===== config.mk =====
export PLATFORM = sky130hd
export DESIGN_NAME = uic_top
export DESIGN_NICKNAME = d
export VERILOG_FILES = /design/src/rtl/uic_pkg.sv /design/src/rtl/uic_top.sv
export VERILOG_INCLUDE_DIRS = /design/src /design/src/rtl
export SDC_FILE = /design/constraint.sdc
export NUM_CORES = 1
export LEC_CHECK = 0
export ABC_AREA = 1
export BUFFER_PORTS_ARGS = -buffer_cell sky130_fd_sc_hd__buf_2
export CAP_MARGIN = 30
export CORE_MARGIN = 2
export CORE_UTILIZATION = 49
export CTS_CLUSTER_SIZE = 12
export DETAILED_ROUTE_END_ITERATION = 8
export PLACE_DENSITY = 0.84
export SLEW_MARGIN = 20
export SYNTH_ARGS = -nofsm -noshare
export SYNTH_HDL_FRONTEND = slang
export SYNTH_SLANG_ARGS = --single-unit

===== constraint.sdc =====
create_clock -name i_clk -period 2.4 [get_ports i_clk]
set_clock_uncertainty 0.2 [all_clocks]
set_input_delay 0.48 -clock i_clk [delete_from_list [all_inputs] [get_ports i_clk]]
set_output_delay 0.48 -clock i_clk [all_outputs]
set_load 0.005 [all_outputs]

===== src/rtl/uic_consts.svh =====
/*
 * Register indices, byte addresses, field positions and reset values of the
 * U-interface control register block.
 * Assumes inclusion by bare name from files that use these macros.
 */
`ifndef UIC_CONSTS_SVH
`define UIC_CONSTS_SVH

// ==========================================================================
// register indices and byte addresses (byte address is four times index)
`define UIC_IDX_UCTL   4'h1
`define UIC_IDX_STCTL  4'h2
`define UIC_IDX_OVH    4'h3

// ==========================================================================
// u_interface_control fields
`define UIC_B_LOOP     0
`define UIC_B_PS_SND   1
`define UIC_B_PS_FST   2
`define UIC_B_NTM      3
`define UIC_B_ACT      4
`define UIC_B_TRANSP   5
`define UIC_B_SAI_LO   6
`define UIC_B_SAI_HI   7

// s/t control: only the tdm bus select bit lives in this block
`define UIC_B_TDM      5

// ==========================================================================
// reset values
`define UIC_UCTL_RST   8'hef
`define UIC_TDM_RST    1'h1
`define UIC_OVH_RST    6'h39

// ==========================================================================
// axi responses
`define UIC_RESP_OKAY  2'h0
`define UIC_RESP_SLV   2'h2

`endif


===== src/rtl/uic_pkg.sv =====
/*
 * Types of the U-interface control register block.
 * Assumes nothing of its surroundings.
 */
package uic_pkg;

	// ==================================================================
	// overhead bits handed to the framer, latched once per frame
	typedef struct packed {
		logic power_status_first;
		logic power_status_second;
		logic ntm;
		logic act;
		logic sai;
		logic transparency_enable_n;
	} uic_ovh_s;

	// ==================================================================
	// activity indicator field modes
	typedef enum logic [1:0] {
		SAI_FORCE0 = 2'b00,
		SAI_FORCE1 = 2'b01,
		SAI_AUTO_A = 2'b10,
		SAI_AUTO_B = 2'b11
	} uic_sai_e;

endpackage


===== src/rtl/uic_top.sv =====
/*
 * U-interface control register with AXI4-Lite slave and per-frame overhead
 * latch for the transmit framer.
 * Assumes i_frame_start, i_st_activity come from logic on i_clk; power
 * status pins come from outside and are synchronised here.
 */
// Function
// - readable writable 8-bit control register, index 01h
// - bit0 low: analog loopback, canceler off, scrambler match
// - bit1 drives second power bit if tdm select low
// - bit2 drives first power bit if tdm select low
// - power bits 11 mean all normal, default
// - bit3 sets transmitted test-mode bit, default one
// - bit4 sets transmitted activation bit, default zero
// - bit5 low enables transmit data transparency
// - bits7-6 force indicator 0, 1, or derive internally
// - derived indicator follows s/t INFO1/INFO3 activity
// - tdm select bit5 at index 02h, default one
`timescale 1ns/1ps
`default_nettype none
`include "uic_consts.svh"

module uic_top #(
	parameter int ADDR_W = 4
) (
	input  wire logic                  i_clk,
	input  wire logic                  i_arst_n,
	input  wire logic [ADDR_W-1:0]     i_s_axi_awaddr,
	input  wire logic                  i_s_axi_awvalid,
	output logic                       o_s_axi_awready,
	input  wire logic [31:0]           i_s_axi_wdata,
	input  wire logic [3:0]            i_s_axi_wstrb,
	input  wire logic                  i_s_axi_wvalid,
	output logic                       o_s_axi_wready,
	output logic [1:0]                 o_s_axi_bresp,
	output logic                       o_s_axi_bvalid,
	input  wire logic                  i_s_axi_bready,
	input  wire logic [ADDR_W-1:0]     i_s_axi_araddr,
	input  wire logic                  i_s_axi_arvalid,
	output logic                       o_s_axi_arready,
	output logic [31:0]                o_s_axi_rdata,
	output logic [1:0]                 o_s_axi_rresp,
	output logic                       o_s_axi_rvalid,
	input  wire logic                  i_s_axi_rready,
	input  wire logic                  i_frame_start,
	input  wire logic                  i_st_activity,
	input  wire logic                  i_ps_first_pin,
	input  wire logic                  i_ps_second_pin,
	output uic_pkg::uic_ovh_s          o_ovh,
	output logic                       o_loopback_n,
	output logic                       o_echo_cancel_en,
	output logic                       o_rx_scram_match,
	output logic                       o_tdm_bus_select_n
);

	// ==================================================================
	// elaboration check
	generate
		if (ADDR_W < 4) begin : g_bad_addr
			$error("uic_top: ADDR_W must be at least 4");
		end
	endgenerate

	// ==================================================================
	// address decode, shared by write and read paths
	// returns {ovh, stctl, uctl} one-hot, zero when unmapped
	function automatic logic [2:0] uic_sel(input logic [ADDR_W-1:0] a);
		logic [ADDR_W-3:0] idx;
		idx = a[ADDR_W-1:2];
		uic_sel = {idx == (ADDR_W-2)'(`UIC_IDX_OVH),
			idx == (ADDR_W-2)'(`UIC_IDX_STCTL),
			idx == (ADDR_W-2)'(`UIC_IDX_UCTL)};
	endfunction

	// ==================================================================
	// pin synchronisers
	logic [1:0] ps_meta_reg;
	logic [1:0] ps_sync_reg;

	always_ff @(posedge i_clk or negedge i_arst_n) begin
		if (!i_arst_n) begin
			ps_meta_reg <= 2'h3;
			ps_sync_reg <= 2'h3;
		end else begin
			ps_meta_reg <= {i_ps_first_pin, i_ps_second_pin};
			ps_sync_reg <= ps_meta_reg;
		end
	end

	// ==================================================================
	// axi write channel and registers
	logic              aw_full_reg, aw_full_next;
	logic              w_full_reg, w_full_next;
	logic [ADDR_W-1:0] awaddr_reg, awaddr_next;
	logic [7:0]        wdata_reg, wdata_next;
	logic              wstrb_reg, wstrb_next;
	logic              awready_reg, awready_next;
	logic              wready_reg, wready_next;
	logic              bvalid_reg, bvalid_next;
	logic [1:0]        bresp_reg, bresp_next;
	logic [7:0]        uctl_reg, uctl_next;
	logic              tdm_reg, tdm_next;
	logic              loopback_n_reg, loopback_n_next;
	logic              scram_match_reg, scram_match_next;
	logic              commit;
	logic [2:0]        wsel;

	always_comb begin
		aw_full_next = aw_full_reg;
		w_full_next  = w_full_reg;
		awaddr_next  = awaddr_reg;
		wdata_next   = wdata_reg;
		wstrb_next   = wstrb_reg;
		bvalid_next  = bvalid_reg;
		bresp_next   = bresp_reg;
		uctl_next    = uctl_reg;
		tdm_next     = tdm_reg;
		wsel         = uic_sel(awaddr_reg);
		commit       = aw_full_reg && w_full_reg && !bvalid_reg;
		if (i_s_axi_awvalid && awready_reg) begin
			aw_full_next = 1'b1;
			awaddr_next  = i_s_axi_awaddr;
		end
		if (i_s_axi_wvalid && wready_reg) begin
			w_full_next = 1'b1;
			wdata_next  = i_s_axi_wdata[7:0];
			wstrb_next  = i_s_axi_wstrb[0];
		end
		if (bvalid_reg && i_s_axi_bready) begin
			bvalid_next = 1'b0;
		end
		if (commit) begin
			aw_full_next = 1'b0;
			w_full_next  = 1'b0;
			bvalid_next  = 1'b1;
			bresp_next   = (wsel == 3'h0) ? `UIC_RESP_SLV : `UIC_RESP_OKAY;
			if (wsel[0] && wstrb_reg) begin
				uctl_next = wdata_reg;
			end
			if (wsel[1] && wstrb_reg) begin
				tdm_next = wdata_reg[`UIC_B_TDM];
			end
		end
		awready_next = !aw_full_next;
		wready_next  = !w_full_next;
		loopback_n_next  = uctl_next[`UIC_B_LOOP];
		scram_match_next = !uctl_next[`UIC_B_LOOP];
	end

	always_ff @(posedge i_clk or negedge i_arst_n) begin
		if (!i_arst_n) begin
			aw_full_reg <= 1'b0;
			w_full_reg  <= 1'b0;
			awaddr_reg  <= '0;
			wdata_reg   <= 8'h00;
			wstrb_reg   <= 1'b0;
			awready_reg <= 1'b1;
			wready_reg  <= 1'b1;
			bvalid_reg  <= 1'b0;
			bresp_reg   <= `UIC_RESP_OKAY;
			uctl_reg    <= `UIC_UCTL_RST;
			tdm_reg     <= `UIC_TDM_RST;
			loopback_n_reg  <= 1'(`UIC_UCTL_RST >> `UIC_B_LOOP);
			scram_match_reg <= ~1'(`UIC_UCTL_RST >> `UIC_B_LOOP);
		end else begin
			aw_full_reg <= aw_full_next;
			w_full_reg  <= w_full_next;
			awaddr_reg  <= awaddr_next;
			wdata_reg   <= wdata_next;
			wstrb_reg   <= wstrb_next;
			awready_reg <= awready_next;
			wready_reg  <= wready_next;
			bvalid_reg  <= bvalid_next;
			bresp_reg   <= bresp_next;
			uctl_reg    <= uctl_next;
			tdm_reg     <= tdm_next;
			loopback_n_reg  <= loopback_n_next;
			scram_match_reg <= scram_match_next;
		end
	end

	// ==================================================================
	// per-frame overhead latch
	// the framer samples o_ovh for a whole frame, so bits change only on
	// the frame strobe and a write mid-frame never tears an overhead word
	uic_pkg::uic_ovh_s ovh_reg, ovh_next, ovh_live;

	always_comb begin
		ovh_live.ntm                   = uctl_reg[`UIC_B_NTM];
		ovh_live.act                   = uctl_reg[`UIC_B_ACT];
		ovh_live.transparency_enable_n = uctl_reg[`UIC_B_TRANSP];
		// with no tdm bus the power status pins take over
		if (tdm_reg) begin
			ovh_live.power_status_first  = ps_sync_reg[1];
			ovh_live.power_status_second = ps_sync_reg[0];
		end else begin
			ovh_live.power_status_first  = uctl_reg[`UIC_B_PS_FST];
			ovh_live.power_status_second = uctl_reg[`UIC_B_PS_SND];
		end
		case (uic_pkg::uic_sai_e'(uctl_reg[`UIC_B_SAI_HI:`UIC_B_SAI_LO]))
			uic_pkg::SAI_FORCE0: ovh_live.sai = 1'b0;
			uic_pkg::SAI_FORCE1: ovh_live.sai = 1'b1;
			default:             ovh_live.sai = i_st_activity;
		endcase
		ovh_next = i_frame_start ? ovh_live : ovh_reg;
	end

	always_ff @(posedge i_clk or negedge i_arst_n) begin
		if (!i_arst_n) begin
			ovh_reg <= `UIC_OVH_RST;
		end else begin
			ovh_reg <= ovh_next;
		end
	end

	// ==================================================================
	// axi read channel
	logic        arready_reg, arready_next;
	logic        rvalid_reg, rvalid_next;
	logic [31:0] rdata_reg, rdata_next;
	logic [1:0]  rresp_reg, rresp_next;
	logic [2:0]  rsel;

	always_comb begin
		rvalid_next = rvalid_reg;
		rdata_next  = rdata_reg;
		rresp_next  = rresp_reg;
		rsel        = uic_sel(i_s_axi_araddr);
		if (rvalid_reg && i_s_axi_rready) begin
			rvalid_next = 1'b0;
		end
		if (i_s_axi_arvalid && arready_reg) begin
			rvalid_next = 1'b1;
			rresp_next  = `UIC_RESP_OKAY;
			case (rsel)
				3'h1:    rdata_next = {24'h0, uctl_reg};
				3'h2:    rdata_next = {26'h0, tdm_reg, 5'h0};
				3'h4:    rdata_next = {26'h0, ovh_reg};
				default: begin
					rdata_next = 32'h0;
					rresp_next = `UIC_RESP_SLV;
				end
			endcase
		end
		arready_next = !rvalid_next;
	end

	always_ff @(posedge i_clk or negedge i_arst_n) begin
		if (!i_arst_n) begin
			arready_reg <= 1'b1;
			rvalid_reg  <= 1'b0;
			rdata_reg   <= 32'h0;
			rresp_reg   <= `UIC_RESP_OKAY;
		end else begin
			arready_reg <= arready_next;
			rvalid_reg  <= rvalid_next;
			rdata_reg   <= rdata_next;
			rresp_reg   <= rresp_next;
		end
	end

	// ==================================================================
	// outputs
	assign o_s_axi_awready    = awready_reg;
	assign o_s_axi_wready     = wready_reg;
	assign o_s_axi_bvalid     = bvalid_reg;
	assign o_s_axi_bresp      = bresp_reg;
	assign o_s_axi_arready    = arready_reg;
	assign o_s_axi_rvalid     = rvalid_reg;
	assign o_s_axi_rdata      = rdata_reg;
	assign o_s_axi_rresp      = rresp_reg;
	assign o_ovh              = ovh_reg;
	assign o_loopback_n       = loopback_n_reg;
	assign o_echo_cancel_en   = loopback_n_reg;
	assign o_rx_scram_match   = scram_match_reg;
	assign o_tdm_bus_select_n = tdm_reg;
endmodule
`default_nettype wire


==> metrics.md, run 1 <==
| Metric | Value |
|---|---|
| RSZ-0062 raised after global routing | `no` |
| Slew margin rel. | `61.9%` |
| R2R cell count | `4` |
| Hold Fails Final Rpt | `0` |
| DR iter-0 viols | `106` |
| Die area | `4880 sq um` |
| Commonest non-fill, non-tap cell in the layout | `nand2_1` |
| Nets@finish | `336` |
| Post-route minimum period | `1.69 ns` |
| Final setup viols | `0` |
| Setup tns final | `0 ns` |
| Area grow syn2layout | `13.3%` |
| Core Area | `4090 sq um` |
| P_leak | `1.31 nW` |
| Num CTS Buffers | `5` |
| Most frequent cells in the layout | `84 x nand2_1, 48 x buf_2, 29 x dfrtp_1, 26 x conb_1, 23 x nand3_1` |
| Die Height | `69.9 um` |
| Area taken by multi-input logic gates | `704 sq um` |
| Crit Path Max Fanout | `5` |
| Gate Count Post-Synth | `230` |
| Number of global-route vias before repair | `1410` |
| R2R Path Start | `o_s_axi_wready` |
| Antenna violations before repair | `0` |
| Total clock sinks | `48` |
| First-pass GRT wire length | `6370 um` |
| CTS H-tree lvls | `2` |
| Slew Viols, Final | `0` |
| Crit path cell chain | `buf_2` |
| Antenna Nets Post-Route | `0` |
| Ports | `106` |
| Top area cells in the synthesized netlist | `dfrtp_1 34%, dfstp_2 23%, nand2_1 15%` |
| Vias | `1541` |
| FILL cells | `364` |
| CTS resizes | `0` |
| Reg2reg end | `w_full_reg` |
| Cell Pwr Density | `1050 nW/um^2` |
| Reg2Reg Setup Slack | `0.99 ns` |
| Post-CTS Hold Buffers | `0` |
| Worst-Margin Slew | `0.571 ns` |
| Vias per cell | `4.64` |
| Clock buffer depth | `2` |
| Critical-path top delay cell | `dfstp_2` |
| Post-Syn Area | `2130 sq um` |
| Congestion Overflow GR | `0` |
| Initial Util | `52.0%` |
| FF+latch area | `1220 sq um` |
| Seq cells post-synth | `48` |
| Chip Width | `69.9 um` |
| CP bufs+invs | `1` |
| Arr. time, crit path | `1.01 ns` |
| Clk_lat worst skew | `0.30 ns` |
| Syn avg cell area | `9.24 sq um` |
| Post-CTS setup buffer count | `0` |
| Clock transition at path regs | `0.09 ns` |
| Critical path type | `flop to primary output` |
| Root buf cell | `clkbuf_8` |
| HP Class | `input pin to async pin` |
| Synth area leader | `dfrtp_1` |
| Register area share after synthesis | `57.6%` |
| Crit end category | `primary output` |
| Number of warnings issued by yosys | `0` |
| Crit share post-route | `70.6%` |
| Drt pass-1 iters | `4` |
| PortBufs | `48` |
| FMAX | `0.590 GHz` |
| CP top delay family | `flip-flops` |
| Slowest stage delay, CP | `0.59 ns` |
| Count of cell types in the netlist | `18` |
| DR DRC count | `0` |
| Fin util | `58.9%` |
| Routability cong. | `0.721` |
| Worst vdd ir | `0.726 mV` |
| Startpoint types | `flop` |
| DP Wirelength | `2700 um` |
| GRT Util Overall | `16.4%` |
| Largest net degree at the start of global routing | `49` |
| Area share of the largest cell type after synthesis | `34.1%` |
| Placement Rows | `23` |
| Layout cells sized above 1 | `30.5%` |
| CTS tree | `done` |
| Status | `finished clean` |
| Critical Path RT | `1.72 ns` |
| # diodes | `0` |
| Average wire per standard cell | `11.2 um` |
| Final wirelength | `3710 um` |
| Max-Cap Viols | `0` |
[power breakdown]
| part | internal (W) | switching (W) |
|---|---|---|
| clock | 0.000234 | 0.000260 |
| sequential | 0.00118 | 0.000212 |
| combinational | 0.000272 | 0.000376 |
[cell families (layout without fill, tap and decap cells)]
group | count (synthesis) | in the layout | synth area share (%)
compound gates | 11 | 11 | 2.88
buf+inv | 49 | 76 | 13.7
flops | 48 | 48 | 57.6
mux | 3 | 3 | 1.59
other cells | 1 | 26 | 0.176
simple gates | 118 | 118 | 24.1
[how the worst max path moves through the flow]
stage / end / from / slack [ns] / cells after the start
2_1_floorplan: o_loopback_n / flop / 1.07 / 1
3_3_place_gp: w_full_reg / i_s_axi_wvalid / 0.86 / 5
3_5_place_dp: w_full_reg / i_s_axi_wvalid / 0.81 / 5
4_1_cts: o_echo_cancel_en / flop / 0.68 / 1
5_1_grt: o_loopback_n / flop / 0.66 / 1
6_report: o_echo_cancel_en / flop / 0.71 / 1
[cell type report]
class | count | area share (%)
repair buffers | 50 | 10.6
well taps | 50 | 2.60
inverters | 18 | 2.81
clock inverters | 1 | 0.312
flip-flops and latches | 48 | 50.9
multi-input cells | 158 | 29.2
clock buffers | 7 | 3.58
[per-stage QoR]
stage | total power [W] | hold slack [ns] | worst slack (ns) | std cells | area [sq um]
after global routing | 0.00273 | 0.0606 | 0.660 | 332 | 2410
after CTS | 0.00256 | 0.0593 | 0.681 | 332 | 2410
after floorplan | 0.00180 | -0.0156 | 1.07 | 255 | 2220
after global placement | 0.00201 | 0.146 | 0.856 | 324 | 2310
final | 0.00253 | 0.0560 | 0.706 | 332 | 2410
after detailed placement | 0.00205 | 0.147 | 0.814 | 324 | 2310
[per-layer routing]
layer	global-route usage [%]	vias to the layer above	part of all wire, %
met5	0	-	0
met4	8.33	0	2.2
met3	3.46	7	6.1
met2	24.8	63	49
met1	22.3	700	43
li1	-	771	-
[synth_stat cells (all sizes together)]
cell type  count
nand3         25
dfrtp         29
nand2         85
inv           18
o21ai          7
a31oi          3
nand4          1
dfstp         19
o31ai          1
nor2           7
mux2           3
buf           31
conb           1
Note: power is estimated with default switching activity, not from simulation.
==> run 2, diff against run 1 <==
--- a/config.mk
+++ b/config.mk
@@ -10,10 +10,10 @@
 export BUFFER_PORTS_ARGS = -buffer_cell sky130_fd_sc_hd__buf_2
 export CAP_MARGIN = 30
 export CORE_MARGIN = 2
-export CORE_UTILIZATION = 49
+export CORE_UTILIZATION = 41
 export CTS_CLUSTER_SIZE = 12
 export DETAILED_ROUTE_END_ITERATION = 8
-export PLACE_DENSITY = 0.84
+export PLACE_DENSITY = 0.75
 export SLEW_MARGIN = 20
 export SYNTH_ARGS = -nofsm -noshare
 export SYNTH_HDL_FRONTEND = slang
==> constraint.sdc (replaced) <==
create_clock -name i_clk -period 1.52 [get_ports i_clk]
set_clock_uncertainty 0.2 [all_clocks]
set_input_delay 0.304 -clock i_clk [delete_from_list [all_inputs] [get_ports i_clk]]
set_output_delay 0.304 -clock i_clk [all_outputs]
set_load 0.005 [all_outputs]
==> run 2 against run 1 <==
Design area rose by 4.8%; first-iteration DRC count fell by 67%; worst setup slack got worse by 0.65 ns; highest routed layer unchanged; clock power rose by 55%; critical path depth did not move; critical endpoint is now o_ovh[0]; flip-flop and latch count did not move; sequential power rose by 56%; wire length rose by 4.5%; critical path type unchanged; core utilization fell by 8.9 points; sequential share of layout area fell by 2.3 points.
==> metrics.md, run 2 (synthesis gave the netlist of run 1 again) <==
| Metric | Value |
|---|---|
| Final wirelength | `3880 um` |
| Hold Startpoint | `i_s_axi_wdata[7]` |
| Crit path cell chain | `buf_2` |
| Vias | `1555` |
| Clock share of power | `19.0%` |
| Sw Ratio | `33.0%` |
| R2R Path Start | `o_s_axi_arready` |
| Worst vdd ir | `0.961 mV` |
| Root buf cell | `clkbuf_8` |
| Area grow syn2layout | `18.8%` |
| Die Height | `76.0 um` |
| PortBufs | `48` |
| Largest net degree at the start of global routing | `35` |
| Seq pwr share | `53.9%` |
| Pint | `0.00270 W` |
| Die area | `5780 sq um` |
| Setup tns final | `0 ns` |
| Clock transition at path regs | `0.08 ns` |
| Number of global-route vias before repair | `1510` |
| Critical-path top delay cell | `dfstp_2` |
| Hold Fails Final Rpt | `0` |
| Initial Util | `42.2%` |
| CTS H-tree lvls | `2` |
| Commonest non-fill, non-tap cell in the layout | `nand2_1` |
| Antenna Nets Post-Route | `0` |
| DR iter-0 viols | `35` |
| Crit end category | `primary output` |
| Clock buffer depth | `2` |
| Psw | `0.00133 W` |
| Cell Pwr Density | `1600 nW/um^2` |
| Combinational power share | `27.1%` |
| DP Wirelength | `2850 um` |
| Final setup margin | `0.0550 ns` |
| Max-Cap Viols | `0` |
| Final instance area | `2520 sq um` |
| Placed instance area | `2360 sq um` |
| HP Class | `input pin to flop` |
| Slowest stage delay, CP | `0.56 ns` |
| Post-route minimum period | `1.46 ns` |
| Arr. time, crit path | `0.96 ns` |
| Most frequent cells in the layout | `84 x nand2_1, 48 x buf_2, 29 x dfrtp_1, 26 x conb_1, 23 x nand3_1` |
| DR DRC count | `0` |
| Routability cong. | `0.716` |
| Critical path type | `flop to primary output` |
| FILL cells | `501` |
| Crit share post-route | `96.4%` |
| Core Area | `5040 sq um` |
| Final setup viols | `0` |
| FMAX | `0.683 GHz` |
| Congestion Overflow GR | `0` |
| Vias per cell | `4.31` |
| Num CTS Buffers | `5` |
| GRT Util Overall | `14.1%` |
| # diodes | `0` |
| Critical path startpoint | `o_ovh[0]` |
| Slew Viols, Final | `0` |
| Crit Path Max Fanout | `3` |
| Nets@finish | `345` |
| Placement Rows | `26` |
| Startpoint types | `flop` |
| Average wire per standard cell | `10.7 um` |
| Layout cells sized above 1 | `30.2%` |
| Drt pass-1 iters | `4` |
| Clk_lat worst skew | `0.29 ns` |
| CTS tree | `done` |
| CP top delay family | `flip-flops` |
| Place WS | `0.170 ns` |
| Critical Path RT | `1.02 ns` |
| CP bufs+invs | `1` |
| Total clock sinks | `48` |
| Chip Width | `76.0 um` |
| RSZ-0062 raised after global routing | `no` |
| Status | `finished clean` |
| P_leak | `1.36 nW` |
| First-pass GRT wire length | `6670 um` |
| CTS resizes | `0` |
| Ports | `106` |
| Antenna violations before repair | `0` |
==> run 2: cell count changes in the layout (fill, tap and decap cells not counted) <==
cell           previous run  this run
dlygate4sd3_1             0         6
clkbuf_1                  1         2
clkinvlp_4                1         0
buf_12                    0         1
buf_4                     2         4
==> run 2: power by group through the flow <==
stage	logic [W]	registers [W]	clock network, W
floorplan	0.000687	0.00216	0
global placement	0.000999	0.00220	0
detailed placement	0.00105	0.00222	0
CTS	0.00111	0.00218	0.000791
global route	0.00126	0.00225	0.000838
finish	0.00109	0.00217	0.000768
==> run 2: final timing paths <==
path / slack (ns) / to / cells past startpoint
worst max-delay path: 0.06 / o_ovh[0] / 1
worst min-delay path: 0.004 / wdata_reg[7] / 3
worst max register to register: 0.16 / o_s_axi_rdata[0] / 4
worst min register to register: 0.16 / ps_sync_reg[1] / 0
max in group asynchronous: 0.31 / o_ovh[5] / 3
min in group asynchronous: 0.25 / wdata_reg[4] / 2
==> run 2: timing repair <==
action,4_1_cts,5_1_grt
endpoints found under the setup margin,3,0
buffers inserted,2,0
hold buffers,6,0
hold endpoints to repair,17,0
==> run 2: layout make-up <==
class	count	area (sq um)	area share [%]
clock buffers	8	90.1	3.57
flip-flops and latches	48	1220	48.5
inverters	18	67.6	2.68
multi-input cells	158	704	27.9
repair buffers	59	350	13.9
well taps	70	87.6	3.47
==> run 2: metrics by stage <==
step | total power, W | hold slack (ns) | instances | util (%)
finish | 0.00403 | 0.00406 | 361 | 50.1
global route | 0.00434 | 0.00632 | 361 | 50.1
CTS | 0.00408 | 0.000438 | 361 | 50.1
detailed placement | 0.00326 | 0.0341 | 345 | 46.8
global placement | 0.00320 | 0.0283 | 345 | 46.8
floorplan | 0.00285 | -0.192 | 255 | -
==> run 2: metal layers <==
metal / wire, um / GRT usage [%]
met1: 1740 / 17.0
met2: 1870 / 24.2
met3: 226 / 3.44
met4: 46 / 6.00
met5: 0 / 0
==> run 3, diff against run 2 <==
--- a/config.mk
+++ b/config.mk
@@ -14,6 +14,7 @@
 export CTS_CLUSTER_SIZE = 12
 export DETAILED_ROUTE_END_ITERATION = 8
 export PLACE_DENSITY = 0.75
+export REMOVE_ABC_BUFFERS = 1
 export SLEW_MARGIN = 20
 export SYNTH_ARGS = -nofsm -noshare
 export SYNTH_HDL_FRONTEND = slang
==> run 3 against run 2 <==
Core utilization increased by 1.6 points; largest power group unchanged; global-route usage rose by 0.16 points; die area stayed put; largest cell class unchanged.
==> metrics.md, run 3 (synthesis gave the netlist of run 1 again) <==
| Metric | Value |
|---|---|
| PortBufs | `48` |
| Final instance area | `2610 sq um` |
| FMAX | `0.684 GHz` |
| Crit Path Max Fanout | `3` |
| Max-Cap Viols | `0` |
| Congestion Overflow GR | `0` |
| Root buf cell | `clkbuf_8` |
| Arr. time, crit path | `0.96 ns` |
| R2R Path Start | `o_s_axi_arready` |
| Crit path cell chain | `buf_2` |
| DR iter-0 viols | `50` |
| Commonest non-fill, non-tap cell in the layout | `nand2_1` |
| Area taken by multi-input logic gates | `704 sq um` |
| Total clock sinks | `48` |
| Final setup viols | `0` |
| Critical path type | `flop to primary output` |
| Critical-path top delay cell | `dfstp_2` |
| Antenna violations before repair | `0` |
| First-pass GRT wire length | `6700 um` |
| Hold Startpoint | `i_s_axi_awaddr[3]` |
| Most frequent cells in the layout | `84 x nand2_1, 48 x buf_2, 29 x dfrtp_1, 26 x conb_1, 23 x nand3_1` |
| FILL cells | `479` |
| GRT Util Overall | `14.3%` |
| # diodes | `0` |
| Worst hold endpoint | `awaddr_reg[3]` |
| Hold Fails Final Rpt | `0` |
| Post-route minimum period | `1.46 ns` |
| Placed instance area | `2380 sq um` |
| Layout cells sized above 1 | `30.3%` |
| Reg2Reg Setup Slack | `0.16 ns` |
| Combinational power share | `27.2%` |
| Clock transition at path regs | `0.09 ns` |
| CTS H-tree lvls | `2` |
| Startpoint types | `flop` |
| Largest net degree at the start of global routing | `20` |
| CTS tree | `done` |
| DR DRC count | `0` |
| Ports | `106` |
| Crit end category | `primary output` |
| Critical Path RT | `1.02 ns` |
| R2R cell count | `4` |
| RSZ-0062 raised after global routing | `no` |
| P_leak | `1.39 nW` |
| Vias | `1557` |
| Psw | `0.00133 W` |
| Placement Rows | `26` |
| Final wirelength | `3860 um` |
| Antenna Nets Post-Route | `0` |
| Vias per cell | `4.24` |
| Chip Width | `76.0 um` |
| Pint | `0.00276 W` |
| Worst vdd ir | `0.791 mV` |
| CTS resizes | `0` |
| Area grow syn2layout | `22.5%` |
| Clk_lat worst skew | `0.30 ns` |
| Clock share of power | `19.9%` |
| Clock buffer depth | `2` |
| FF+latch area | `1220 sq um` |
| Core Area | `5040 sq um` |
| CP bufs+invs | `1` |
| Cell Pwr Density | `1570 nW/um^2` |
| Setup tns final | `0 ns` |
| HP Class | `input pin to flop` |
| DP Wirelength | `2880 um` |
| Drt pass-1 iters | `4` |
| Die area | `5780 sq um` |
| Cell count of the worst hold path | `3` |
| Nets@finish | `351` |
| Die Height | `76.0 um` |
| Reg2reg end | `o_s_axi_rdata[3]` |
| Seq pwr share | `52.9%` |
| Crit share post-route | `96.2%` |
| CP top delay family | `flip-flops` |
| Num CTS Buffers | `5` |
| Average wire per standard cell | `10.5 um` |
| Routability cong. | `0.792` |
| Number of global-route vias before repair | `1535` |
| Slew Viols, Final | `0` |
| Final Power | `0.00409 W` |
| Sw Ratio | `32.6%` |
| Slowest stage delay, CP | `0.55 ns` |
| Status | `finished clean` |
| Initial Util | `42.2%` |
-- run 3: changes by cell type in the layout (fill, tap and decap cells not counted) --
| cell | previous run | this run |
|---|---|---|
| dlygate4sd3_1 | 6 | 11 |
| buf_12 | 1 | 2 |
| clkbuf_1 | 2 | 1 |
| clkbuf_8 | 6 | 7 |
-- run 3: layout make-up --
type / instances / share of cell area, %
multi-input cells: 158 / 27.0
inverters: 18 / 2.59
flip-flops and latches: 48 / 47.0
well taps: 70 / 3.36
clock buffers: 8 / 3.84
repair buffers: 65 / 16.1
-- run 3: worst max path at each step --
stage / from / end / slack (ns) / cells after the start
floorplan: o_s_axi_arready / o_s_axi_rdata[0] / 0.10 / 4
global placement: o_s_axi_arready / o_s_axi_rdata[0] / 0.20 / 4
detailed placement: o_s_axi_arready / o_s_axi_rdata[0] / 0.18 / 4
CTS: o_ovh[4] / o_ovh[4] / 0.04 / 1
global route: o_ovh[4] / o_ovh[4] / 0.02 / 1
finish: o_ovh[4] / o_ovh[4] / 0.06 / 1
-- run 3: what timing repair did --
item,in CTS,in global routing
buffers inserted,2,0
endpoints found under the setup margin,3,0
endpoints found under the hold margin,22,0
hold buffers,11,0
-- run 3: metal layers --
| metal | track usage, % | wire [um] | part of all wire, % |
|---|---|---|---|
| met1 | 17.7 | 1780 | 46 |
| met2 | 24.0 | 1820 | 47 |
| met3 | 4.74 | 260 | 6.7 |
| met4 | 3.82 | 0 | 0 |
| met5 | 0 | 0 | 0 |
-- run 3: power groups by stage --
stage	logic, W	registers (W)	clock network [W]
2_1_floorplan	0.000612	0.00216	0
3_3_place_gp	0.00101	0.00220	0
3_5_place_dp	0.00106	0.00222	0
4_1_cts	0.00113	0.00217	0.000843
5_1_grt	0.00128	0.00224	0.000890
6_report	0.00111	0.00217	0.000813
-- run 3: through the flow --
| step | util [%] | hold slack [ns] | cells | worst slack [ns] |
|---|---|---|---|---|
| final | 51.7 | 0.0140 | 367 | 0.0584 |
| after global routing | 51.7 | 0.0167 | 367 | 0.0181 |
| after CTS | 51.7 | 0.00354 | 367 | 0.0407 |
| after detailed placement | 47.2 | 0.0550 | 346 | 0.182 |
| after global placement | 47.2 | 0.0481 | 346 | 0.199 |
| after floorplan | - | -0.192 | 224 | 0.105 |
